**config.mk**
```make
export PLATFORM = sky130hd
export DESIGN_NAME = rcm_top
export DESIGN_NICKNAME = d
export VERILOG_FILES = /design/src/hdl/rcm_pkg.sv /design/src/hdl/rcm_top.sv
export SDC_FILE = /design/constraint.sdc
export NUM_CORES = 1
export LEC_CHECK = 0
export ABC_CLOCK_PERIOD_IN_PS = 2200
export BUFFER_PORTS_ARGS = -buffer_cell sky130_fd_sc_hd__buf_2
export CAP_MARGIN = 20
export CORE_MARGIN = 2
export CORE_UTILIZATION = 40
export CTS_CLUSTER_SIZE = 24
export DETAILED_ROUTE_END_ITERATION = 16
export MAX_ROUTING_LAYER = met4
export PLACE_DENSITY = 0.76
export RECOVER_POWER = 25
export SLEW_MARGIN = 10
export SYNTH_ARGS = -nofsm -noshare
export SYNTH_HDL_FRONTEND = slang
export SYNTH_SLANG_ARGS = --single-unit
```
**constraint.sdc**
```tcl
create_clock -name clk_i -period 2.2 [get_ports clk_i]
set_input_delay 0.11 -clock clk_i [delete_from_list [all_inputs] [get_ports clk_i]]
set_output_delay 0.11 -clock clk_i [all_outputs]
set_load 0.005 [all_outputs]
```
**src/hdl/rcm_pkg.sv**
```systemverilog
// Package of constants for the reset and clock mode control block.
package rcm_pkg;
   // System control two register layout.
   localparam logic [31:0] RCM_SYS_CTRL_OFS  = 32'h0000_0000;
   localparam logic [31:0] RCM_TRAP_CTRL_OFS = 32'h0000_0004;
   localparam logic [31:0] RCM_STATUS_OFS    = 32'h0000_0008;
   localparam logic [31:0] RCM_TRAP_ADDR_OFS = 32'h0000_000C;
   localparam int          RCM_SYSCK_BIT     = 5;
   localparam int          RCM_XTEN_BIT      = 6;
   localparam int          RCM_XEN_BIT       = 7;
   // Reset values: fast oscillator on, slow off, fast clock selected.
   localparam logic [7:0]  RCM_SYS_CTRL_RST  = 8'h80;
   // Trap control: bit 0 trap action (1 = reset), bit 1 RAM area trapped.
   localparam int          RCM_TRAP_ACTION_SELECT_BIT     = 0;
   localparam int          RCM_TRAP_RAM_AREA_BIT      = 1;
   localparam logic [1:0]  RCM_TRAP_CTRL_RST = 2'h1;
   // Address regions for trap decoding.
   localparam logic [15:0] RCM_SFR_END       = 16'h003F;
   localparam logic [15:0] RCM_RAM_END       = 16'h0F3F;
   localparam logic [15:0] RCM_DBR_BASE      = 16'h0F80;
   localparam logic [15:0] RCM_DBR_END       = 16'h0FFF;
   localparam logic [15:0] RCM_RESET_VECTOR  = 16'hFFFE;
   // Timing.
   localparam int          RCM_CLK_MHZ       = 50;
   localparam int          RCM_MALF_CYCLES   = 24;
   localparam int          RCM_EXT_MIN_CYC   = 12;
   localparam int          RCM_SYNC_CYCLES   = 4;
   typedef enum logic [1:0] {RCM_MODE_FAST1, RCM_MODE_FAST2, RCM_MODE_SLOW} rcm_mode_t;
endpackage : rcm_pkg

```
**src/hdl/rcm_top.sv**
```systemverilog
// Reset generator and clock mode control with a Wishbone register port.
//
// The placing of the registers and register access over Wishbone are this design's own decisions.
`timescale 1ns/1ps
// Notes on behaviour
// - Slow clock continues after select clears until clocks synchronize.
// - Reset pin low leaves slow mode; after reset single-clock fast mode.
// - Four reset sources; trap, watchdog and clock fault are malfunction resets.
// - A malfunction reset lasts 24 fast clocks and drives the pin low.
// - Malfunction stretcher is not initialized, so a power-up pulse may occur; here rst_i clears it, so none occurs.
// - Reset clears interrupt enables and latches and loads vector FFFE.
// - Reset clears prescaler and divider and leaves the watchdog enabled.
// - When the pin returns high execution starts at the fetched vector.
// - Fetch from special, buffer or flagged RAM area raises an address trap.
// - Trap action selects reset or interrupt; RAM trapped area is selectable.
// - Clearing an enable that the selected clock needs fires a clock reset.
// - Clock fault reset lasts 24 fast clocks with the pin driven low.
// - After any reset the trap action selects the reset request.
// - Leaving oscillator halt clears prescaler and divider.
module rcm_top
   import rcm_pkg::*;
#(
   parameter int MALF_CYCLES = rcm_pkg::RCM_MALF_CYCLES,
   parameter int EXT_MIN_CYC = rcm_pkg::RCM_EXT_MIN_CYC,
   parameter int SYNC_CYCLES = rcm_pkg::RCM_SYNC_CYCLES
)(
   input  wire logic        clk_i,
   input  wire logic        rst_i,
   input  wire logic        wb_cyc_i,
   input  wire logic        wb_stb_i,
   input  wire logic        wb_we_i,
   input  wire logic [31:0] wb_adr_i,
   input  wire logic [31:0] wb_dat_i,
   input  wire logic [3:0]  wb_sel_i,
   output logic      [31:0] wb_dat_o,
   output logic             wb_ack_o,
   input  wire logic        reset_pin_i,
   output logic             reset_pin_o,
   output logic             reset_pin_oe_n_o,
   input  wire logic        wdt_reset_req_i,
   input  wire logic        halt_release_i,
   input  wire logic        fetch_valid_i,
   input  wire logic [15:0] fetch_addr_i,
   output logic             core_reset_o,
   output logic             trap_irq_o,
   output logic             use_slow_clk_o,
   output logic             fast_osc_en_o,
   output logic             slow_osc_en_o,
   output logic             clear_dividers_o,
   output logic [15:0]      pc_load_o,
   output logic             irq_regs_clear_o,
   output logic             watchdog_en_o
);
   import rcm_pkg::*;

   localparam int CW = 8;
   localparam logic [CW-1:0] MALF_LEN = CW'(MALF_CYCLES);
   localparam logic [CW-1:0] EXT_LEN  = CW'(EXT_MIN_CYC);
   localparam logic [CW-1:0] SYNC_LEN = CW'(SYNC_CYCLES);

   logic          pin_s1_q, pin_s2_q;
   logic [CW-1:0] low_cnt_q, low_cnt_d;
   logic          ext_rst_q, ext_rst_d;
   logic [CW-1:0] malf_cnt_q, malf_cnt_d;
   logic          sysck_q, sysck_d, xten_q, xten_d, xen_q, xen_d;
   logic          trap_action_select_q, trap_action_select_d, trap_ram_area_q, trap_ram_area_d;
   logic          sel_slow_q, sel_slow_d;
   logic [CW-1:0] sync_cnt_q, sync_cnt_d;
   logic          ack_q, ack_d;
   logic [31:0]   dat_q, dat_d;
   logic          trap_irq_q, trap_irq_d;
   logic          pin_drv_q, pin_drv_d, core_rst_q, core_rst_d;
   logic          clr_div_q, clr_div_d;
   logic          wr_sys, in_trap_area, trap_hit, clk_fault, malf_req;
   logic          malf_active;
   rcm_mode_t     mode;

   // Without a power-on reset the stretcher may start mid-count.
   assign malf_active = (malf_cnt_q != '0);
   assign wr_sys = wb_cyc_i && wb_stb_i && wb_we_i && !ack_q && wb_sel_i[0]
                   && (wb_adr_i == RCM_SYS_CTRL_OFS);
   assign in_trap_area = (fetch_addr_i <= RCM_SFR_END)
                        || (trap_ram_area_q && fetch_addr_i > RCM_SFR_END
                            && fetch_addr_i <= RCM_RAM_END)
                        || (fetch_addr_i >= RCM_DBR_BASE
                            && fetch_addr_i <= RCM_DBR_END);
   assign trap_hit  = fetch_valid_i && in_trap_area;
   assign clk_fault = wr_sys && (
        (xen_q && xten_q && !wb_dat_i[RCM_XEN_BIT] && !wb_dat_i[RCM_XTEN_BIT])
     || (xen_q && !wb_dat_i[RCM_XEN_BIT] && !sysck_q)
     || (xten_q && !wb_dat_i[RCM_XTEN_BIT] && sysck_q));
   assign malf_req = (trap_hit && trap_action_select_q) || wdt_reset_req_i || clk_fault;
   assign mode = sel_slow_q ? RCM_MODE_SLOW : (xten_q ? RCM_MODE_FAST2 : RCM_MODE_FAST1);

   always_comb
   begin
      low_cnt_d  = pin_s2_q ? '0 : (low_cnt_q == EXT_LEN ? low_cnt_q : low_cnt_q + 1'b1);
      ext_rst_d  = (low_cnt_d == EXT_LEN) || (ext_rst_q && !pin_s2_q);
      malf_cnt_d = malf_req ? MALF_LEN : (malf_active ? malf_cnt_q - 1'b1 : '0);
      sysck_d = sysck_q;
      xten_d  = xten_q;
      xen_d   = xen_q;
      trap_action_select_d = trap_action_select_q;
      trap_ram_area_d  = trap_ram_area_q;
      if (wr_sys && !clk_fault)
      begin
         sysck_d = wb_dat_i[RCM_SYSCK_BIT];
         xten_d  = wb_dat_i[RCM_XTEN_BIT];
         xen_d   = wb_dat_i[RCM_XEN_BIT];
      end
      if (wb_cyc_i && wb_stb_i && wb_we_i && !ack_q && wb_sel_i[0]
          && wb_adr_i == RCM_TRAP_CTRL_OFS)
      begin
         trap_action_select_d = wb_dat_i[RCM_TRAP_ACTION_SELECT_BIT];
         trap_ram_area_d  = wb_dat_i[RCM_TRAP_RAM_AREA_BIT];
      end
      // Clock select follows the bit at once when it is set, and only after the sync wait when it is cleared.
      sync_cnt_d = '0;
      sel_slow_d = sel_slow_q;
      if (sysck_q)
         sel_slow_d = 1'b1;
      else if (sel_slow_q)
      begin
         sync_cnt_d = sync_cnt_q + 1'b1;
         if (sync_cnt_q == SYNC_LEN)
         begin
            sel_slow_d = 1'b0;
            sync_cnt_d = '0;
         end
      end
      trap_irq_d = trap_hit && !trap_action_select_q;
      pin_drv_d  = (malf_cnt_d != '0);
      core_rst_d = pin_drv_d || ext_rst_d;
      clr_div_d  = core_rst_d || halt_release_i;
      ack_d = wb_cyc_i && wb_stb_i && !ack_q;
      dat_d = '0;
      unique case (wb_adr_i)
         RCM_SYS_CTRL_OFS:  dat_d = {24'h00_0000, xen_q, xten_q, sysck_q, 5'h00};
         RCM_TRAP_CTRL_OFS: dat_d = {30'h0000_0000, trap_ram_area_q, trap_action_select_q};
         RCM_STATUS_OFS:    dat_d = {28'h000_0000, ext_rst_q, malf_active, mode};
         default:           dat_d = '0;
      endcase
   end

   always_ff @(posedge clk_i)
   begin
      pin_s1_q   <= reset_pin_i;
      pin_s2_q   <= pin_s1_q;
      malf_cnt_q <= malf_cnt_d;
      if (rst_i)
      begin
         // The stretcher is only cleared by this reset, so no power-up pulse reaches the pin.
         malf_cnt_q <= '0;
         low_cnt_q  <= '0;
         ext_rst_q  <= 1'b0;
         sysck_q    <= RCM_SYS_CTRL_RST[RCM_SYSCK_BIT];
         xten_q     <= RCM_SYS_CTRL_RST[RCM_XTEN_BIT];
         xen_q      <= RCM_SYS_CTRL_RST[RCM_XEN_BIT];
         trap_action_select_q    <= RCM_TRAP_CTRL_RST[RCM_TRAP_ACTION_SELECT_BIT];
         trap_ram_area_q     <= RCM_TRAP_CTRL_RST[RCM_TRAP_RAM_AREA_BIT];
         sel_slow_q <= 1'b0;
         sync_cnt_q <= '0;
         ack_q      <= 1'b0;
         dat_q      <= '0;
         trap_irq_q <= 1'b0;
         pin_drv_q  <= 1'b0;
         core_rst_q <= 1'b1;
         clr_div_q  <= 1'b1;
      end
      else if (core_rst_q)
      begin
         // Internal reset returns to single-clock fast mode, trap set to reset.
         low_cnt_q  <= low_cnt_d;
         ext_rst_q  <= ext_rst_d;
         sysck_q    <= RCM_SYS_CTRL_RST[RCM_SYSCK_BIT];
         xten_q     <= RCM_SYS_CTRL_RST[RCM_XTEN_BIT];
         xen_q      <= RCM_SYS_CTRL_RST[RCM_XEN_BIT];
         trap_action_select_q    <= RCM_TRAP_CTRL_RST[RCM_TRAP_ACTION_SELECT_BIT];
         trap_ram_area_q     <= RCM_TRAP_CTRL_RST[RCM_TRAP_RAM_AREA_BIT];
         sel_slow_q <= 1'b0;
         sync_cnt_q <= '0;
         ack_q      <= ack_d;
         dat_q      <= dat_d;
         trap_irq_q <= 1'b0;
         pin_drv_q  <= pin_drv_d;
         core_rst_q <= core_rst_d;
         clr_div_q  <= clr_div_d;
      end
      else
      begin
         low_cnt_q  <= low_cnt_d;
         ext_rst_q  <= ext_rst_d;
         sysck_q    <= sysck_d;
         xten_q     <= xten_d;
         xen_q      <= xen_d;
         trap_action_select_q    <= trap_action_select_d;
         trap_ram_area_q     <= trap_ram_area_d;
         sel_slow_q <= sel_slow_d;
         sync_cnt_q <= sync_cnt_d;
         ack_q      <= ack_d;
         dat_q      <= dat_d;
         trap_irq_q <= trap_irq_d;
         pin_drv_q  <= pin_drv_d;
         core_rst_q <= core_rst_d;
         clr_div_q  <= clr_div_d;
      end
   end

   assign wb_ack_o         = ack_q;
   assign wb_dat_o         = dat_q;
   assign reset_pin_o      = 1'b0;
   assign reset_pin_oe_n_o = !pin_drv_q;
   assign core_reset_o     = core_rst_q;
   assign trap_irq_o       = trap_irq_q;
   assign use_slow_clk_o   = sel_slow_q;
   assign fast_osc_en_o    = xen_q;
   assign slow_osc_en_o    = xten_q;
   assign clear_dividers_o = clr_div_q;
   assign pc_load_o        = RCM_RESET_VECTOR;
   assign irq_regs_clear_o = core_rst_q;
   assign watchdog_en_o    = 1'b1;
endmodule : rcm_top
```
# Word level (Yosys, flattened, before mapping)
# Cells that the tools add are included.
classes:
  n_reduce_logical: 45
  muxes: 10
  order_cmp: 5
  addsub: 3
  eq_ne: 5
  bitwise_logic: 1
op_table:
  columns: ["op", "n"]
  rows:
  - ["$eq 32x3->1 const B", 1]
  - ["$eq 32x4->1 const B", 1]
  - ["$le 16x12->1 const B", 2]
  - ["$logic_not 32->1", 1]
  - ["$mux 8", 4]
  - ["$pmux 8 s3", 1]
  - ["$logic_and 1x1->1", 23]
  - ["$add 8x1->8 const B", 2]
  - ["$eq 8x4->1 const B", 2]
  - ["$ge 16x12->1 const B", 1]
  - ["$gt 16x6->1 const B", 1]
  - ["$le 16x6->1 const B", 1]
  - ["$reduce_bool 8->1", 2]
  - ["$logic_or 1x1->1", 9]
  - ["$eq 8x3->1 const B", 1]
  - ["$logic_not 1->1", 8]
  - ["$sub 8x1->8 const B", 1]
  - ["$reduce_or 5->1", 1]
  - ["$mux 1", 4]
  - ["$mux 2", 1]
  - ["$reduce_or 2->1", 1]
  - ["$not 1->1", 1]
word_totals:
  in_bits: 93
  regBits: 70
  out_inout_bits: 59
  wordCells: 87

# Logic depth before layout (Yosys ltp)
depth:
  word_depth: 13
  ltp_mapped: 7
  depth_no_buf: 7

# Least setup slack after synthesis
# OpenSTA, ideal clock, no wires.
synth_timing:
  path_kind: "register -> register"
  from: "reg low_cnt_q[0]"
  to: "reg clr_div_q (netlist: clear_dividers_o)"
  required_ns: 2.135
  arrival_ns: 1.761
  stages_incl_launch_ff: 7
  path_buffers: 0
  setup_slack_ns: 0.374
  setup_ns: 0.065
  period_less_slack_ns: 1.826
  path_cell_list: "dfxtp_1 > ha_1 > xor2_1 > or4_4 > a2111oi_2 > o22ai_1 > nand4b_1"
synth_via:
  elab_chain_cells: 7
  elab_cells_between_ends: 8
  classes_between: "add/sub (1); eq/ne (2); mux (2); reduce/logical (3)"
synth_rtl:
  columns: ["item", "line_no", "text"]
  rows:
  - ["start, declared", "rcm_top.sv:62", "logic [CW-1:0] low_cnt_q, low_cnt_d;"]
  - ["start signal, assigned", "rcm_top.sv:173", "low_cnt_q <= low_cnt_d;"]
  - ["start signal, assigned", "rcm_top.sv:191", "low_cnt_q <= low_cnt_d;"]
  - ["$add 8x1->8 or $eq 8x4->1 (tied branches)", "rcm_top.sv:97", "low_cnt_d = pin_s2_q ? '0 : (low_cnt_q == EXT_LEN ? low_cnt_q : low_cnt_q + 1'b1);"]
  - ["$mux 8 (*) (2 in a row)", "rcm_top.sv:97", null]
  - ["$eq 8x4->1 (*)", "rcm_top.sv:98", "ext_rst_d = (low_cnt_d == EXT_LEN) || (ext_rst_q && !pin_s2_q);"]
  - ["$logic_or 1x1->1 (*)", "rcm_top.sv:98", null]
  - ["$logic_or 1x1->1 (*)", "rcm_top.sv:133", "core_rst_d = pin_drv_d || ext_rst_d;"]
  - ["$logic_or 1x1->1 (*)", "rcm_top.sv:134", "clr_div_d = core_rst_d || halt_release_i;"]
  - ["end signal, assigned", "rcm_top.sv:187", "clr_div_q <= clr_div_d;"]
  - ["end signal, assigned", "rcm_top.sv:205", "clr_div_q <= clr_div_d;"]
  - ["end, declared", "rcm_top.sv:73", "logic clr_div_q, clr_div_d;"]
# Every way passes the cells marked *; elsewhere a longest branch is shown, timed or not.
# A chain may end at the register's enable or synchronous reset.

# Final worst setup path
layout_timing:
  from: "reg low_cnt_q[1]"
  to: "reg clr_div_q (netlist: clear_dividers_o)"
# Same word-level chain as after synthesis.

==> summary.md <==
| Metric | Value |
|---|---|
| Antenna diodes | 0 |
| Final GP Congestion | 0.878 |
| Final min period | 2.03 ns |
| Drt total wl | 5030 um |
| Max-capacitance violation count | 0 |
| Peak supply drop | 0.276 mV |
| DR vias/cell | 4.86 |
| Clock Skew | 0.00921 ns |
| Synth Register Bits | 45 |
| Rel. slew slack | 61.6% |
| Max Slew Vio Count | 0 |
| Initial antenna violation count | 0 |
| RSZ-0062 raised after global routing | no |
| Met1 Usage GRT | 18.0% |
| Layout area overhead | 15.7% |
| Leakage power | 0.00125 uW |
| Final setup violation count | 0 |
| Sequential fraction of the synthesis area | 36.9% |
| Routed via count | 2090 |
| HP Class | input pin to register |
| First-pass GRT wire length | 8340 um |
| DRT iter0 DRCs | 94 |
| Clk slew on worst S/H paths | 0.08 ns |
| Critical path type | register to register |
| Synth Instances | 278 |
| Gr busiest metal | met2 |
| Starting Density | 41.2% |
| Largest net degree at the start of global routing | 14 |
| Pwr dens | 600 mW/mm2 |
| Peak Freq | 492 MHz |
| Worst-case clock buffer depth | 2 |
| ANT nets after route | 0 |
| GRT Total Usage | 16.1% |
| Core Area | 0.00592 mm2 |
| Multi-input logic area | 0.00128 mm2 |
| Post-synth EDFFs | 0 |
| Grt met2 use | 29.3% |
| Post-synth ARST share | 0% |
| TritonCTS clock tree | done |
| Worst Path Max Fanout | 5 |
| Number of cells after detailed placement | 420 |
| Ys flop type | dfxtp_1 |
| DPL Wire Length | 4040 um |
| Distinct cells, synth | 48 |
| Worst-Skew Late Latency | 0.30 ns |
| Share of cells above drive strength 1 | 24.2% |
| Clk root buf | clkbuf_8 |
| Vias in the first global route | 1988 |
| Chip width | 82.1 um |
| Full die area | 0.00674 mm2 |
| Final-layout fill cell count | 581 |
| Syn avg cell area | 8.78 um2 |
| CTS H-tree depth | 2 |
| Total Power | 1690 uW |
| Gates resized, CTS repair | 0 |
| Setup_tns | 0 ns |
| Post-CTS Setup Bufs | 0 |
| IO Port Bufs | 72 |
| Critical Path RT | 2.44 ns |
| Startpoint Class | register |
| Worst hold slack | 0.0155 ns |
| # DRC | 0 |
| Met3 Use GR | 3.04% |
| Worst Tran Pin Value | 0.571 ns |
| Top Ports | 152 |
| Synthesized area | 0.00244 mm2 |
| Grt ovf | 0 |
| Yosys synthesis warning count | 0 |
| Die Ht | 82.1 um |
| Detailed-router iteration count before antenna repair | 4 |
| Period utilization | 92.3% |
| Status | finished clean |
| Non-filler cells, final | 430 |
| Nets@finish | 453 |
| FF+latch area | 901 um2 |
| Arrival time worst endpoint | 2.27 ns |
| FP Rows | 28 |
| Hold Vio Cnt, Final | 0 |
| Routed len/inst | 11.7 um |
| CP endpoint kind | register |
| CTS Buf Count | 5 |
| Clock sink count | 45 |
-- cell type report --
cell class	instances	share of cell area, %
sequential	45	31.9
multi-input combinational	209	45.3
inverter	16	2.13
timing repair buffer	77	13.7
tap	75	3.32
clock buffer	7	3.41
clock inverter	1	0.177
-- kinds of logic after synthesis --
logic type	count (synthesis)	synth area share (%)
and+or+nand+nor	112	26.9
buffers and inverters	65	16.9
DFF	45	36.9
AOI/OAI and AO/OA	26	7.64
xor gates and xnor gates	14	5.02
muxes	8	3.28
adders and majority gates	6	3.08
other	2	0.308
-- registers in the layout, summed over array words and instances, names as in the netlist --
register and count:
use_slow_clk_o 1, trap_ram_area_q 1, wb_dat_o 7, malf_cnt_q 8
trap_action_select_q 1, fast_osc_en_o 1, wb_ack_o 1, ext_rst_q 1
slow_osc_en_o 1, core_reset_o 1, pin_s1_q 1, low_cnt_q 8
sysck_q 1, sync_cnt_q 8, pin_drv_q 1, trap_irq_o 1
pin_s2_q 1, clear_dividers_o 1
-- per-stage QoR --
| stage | setup slack [ns] | util (%) | instance area, um2 |
|---|---|---|---|
| 4_1_cts | 0.177 | 47.8 | 2830 |
| 3_5_place_dp | 0.210 | 45.9 | 2720 |
| 5_1_grt | 0.0999 | 47.7 | 2830 |
| 6_report | 0.169 | 47.7 | 2830 |
| 3_3_place_gp | 0.219 | 45.9 | 2720 |
| 2_1_floorplan | 0.374 | - | 2590 |
-- repair_timing --
item	CTS	global route
hold buffers	1	0
hold endpoints to repair	1	0
setup endpoints to repair	0	0
-- synth_stat cells, types with 2 or more instances --
cell type,instances,area (um2)
nor2_1,26,97.6
nand2_1,12,45.0
nand4b_1,2,17.5
or3_1,2,12.5
clkbuf_1,4,15.0
dfxtp_1,45,901
a2111oi_2,2,30.0
nor4_1,13,81.3
nor2b_1,8,50.1
buf_4,45,338
nor3_1,7,35.0
and3_1,10,62.6
xor2_1,9,78.8
conb_1,2,7.51
nand3_1,11,55.1
xnor2_1,5,43.8
nand4_1,4,25.0
or4_1,2,15.0
inv_1,16,60.1
ha_1,6,75.1
a22oi_1,2,15.0
a21oi_1,9,45.0
o21ai_0,2,10.0
and3b_1,2,17.5
nand3b_1,2,15.0
mux2i_1,8,80.1
-- worst paths after layout --
| path | startpoint | end | slack (ns) | cells past startpoint |
|---|---|---|---|---|
| max | low_cnt_q[1] | clear_dividers_o | 0.17 | 6 |
| min | halt_release_i | clear_dividers_o | 0.02 | 2 |
| max reg2reg | low_cnt_q[1] | clear_dividers_o | 0.17 | 6 |
| min reg2reg | pin_s1_q | pin_s2_q | 0.33 | 0 |
-- critical path: stages, from the launching register on --
cell	delay (ns)
dfxtp_1	0.47
ha_1	0.31
xor2_1	0.10
or4_4	0.42
a2111oi_2	0.34
o22ai_1	0.20
nand4b_1	0.13
-- cell usage in the layout (no fill, tap or decap), types with 9 or more instances in the layout --
master and instances:
dfxtp_1 45, a21oi_1 9, nand2_1 12, and3_1 10
inv_1 16, xor2_1 9, buf_2 64, nor4_1 13
nand3_1 11, conb_1 43, nor2_1 26
-- routing by layer --
metal  wire length, um  vias up
li1                  -     1028
met1              2100      965
met2              2550       92
met3               325        5
met4                48        0
met5                 0        -
-- report_power, final --
part / total, uW / internal, uW / leakage (uW) / switching, uW
clock: 558 / 284 / 0.0000542 / 274
combinational: 271 / 127 / 0.000831 / 145
sequential: 866 / 841 / 0.000366 / 24.9
No activity file was read; power rests on OpenSTA's default activity.
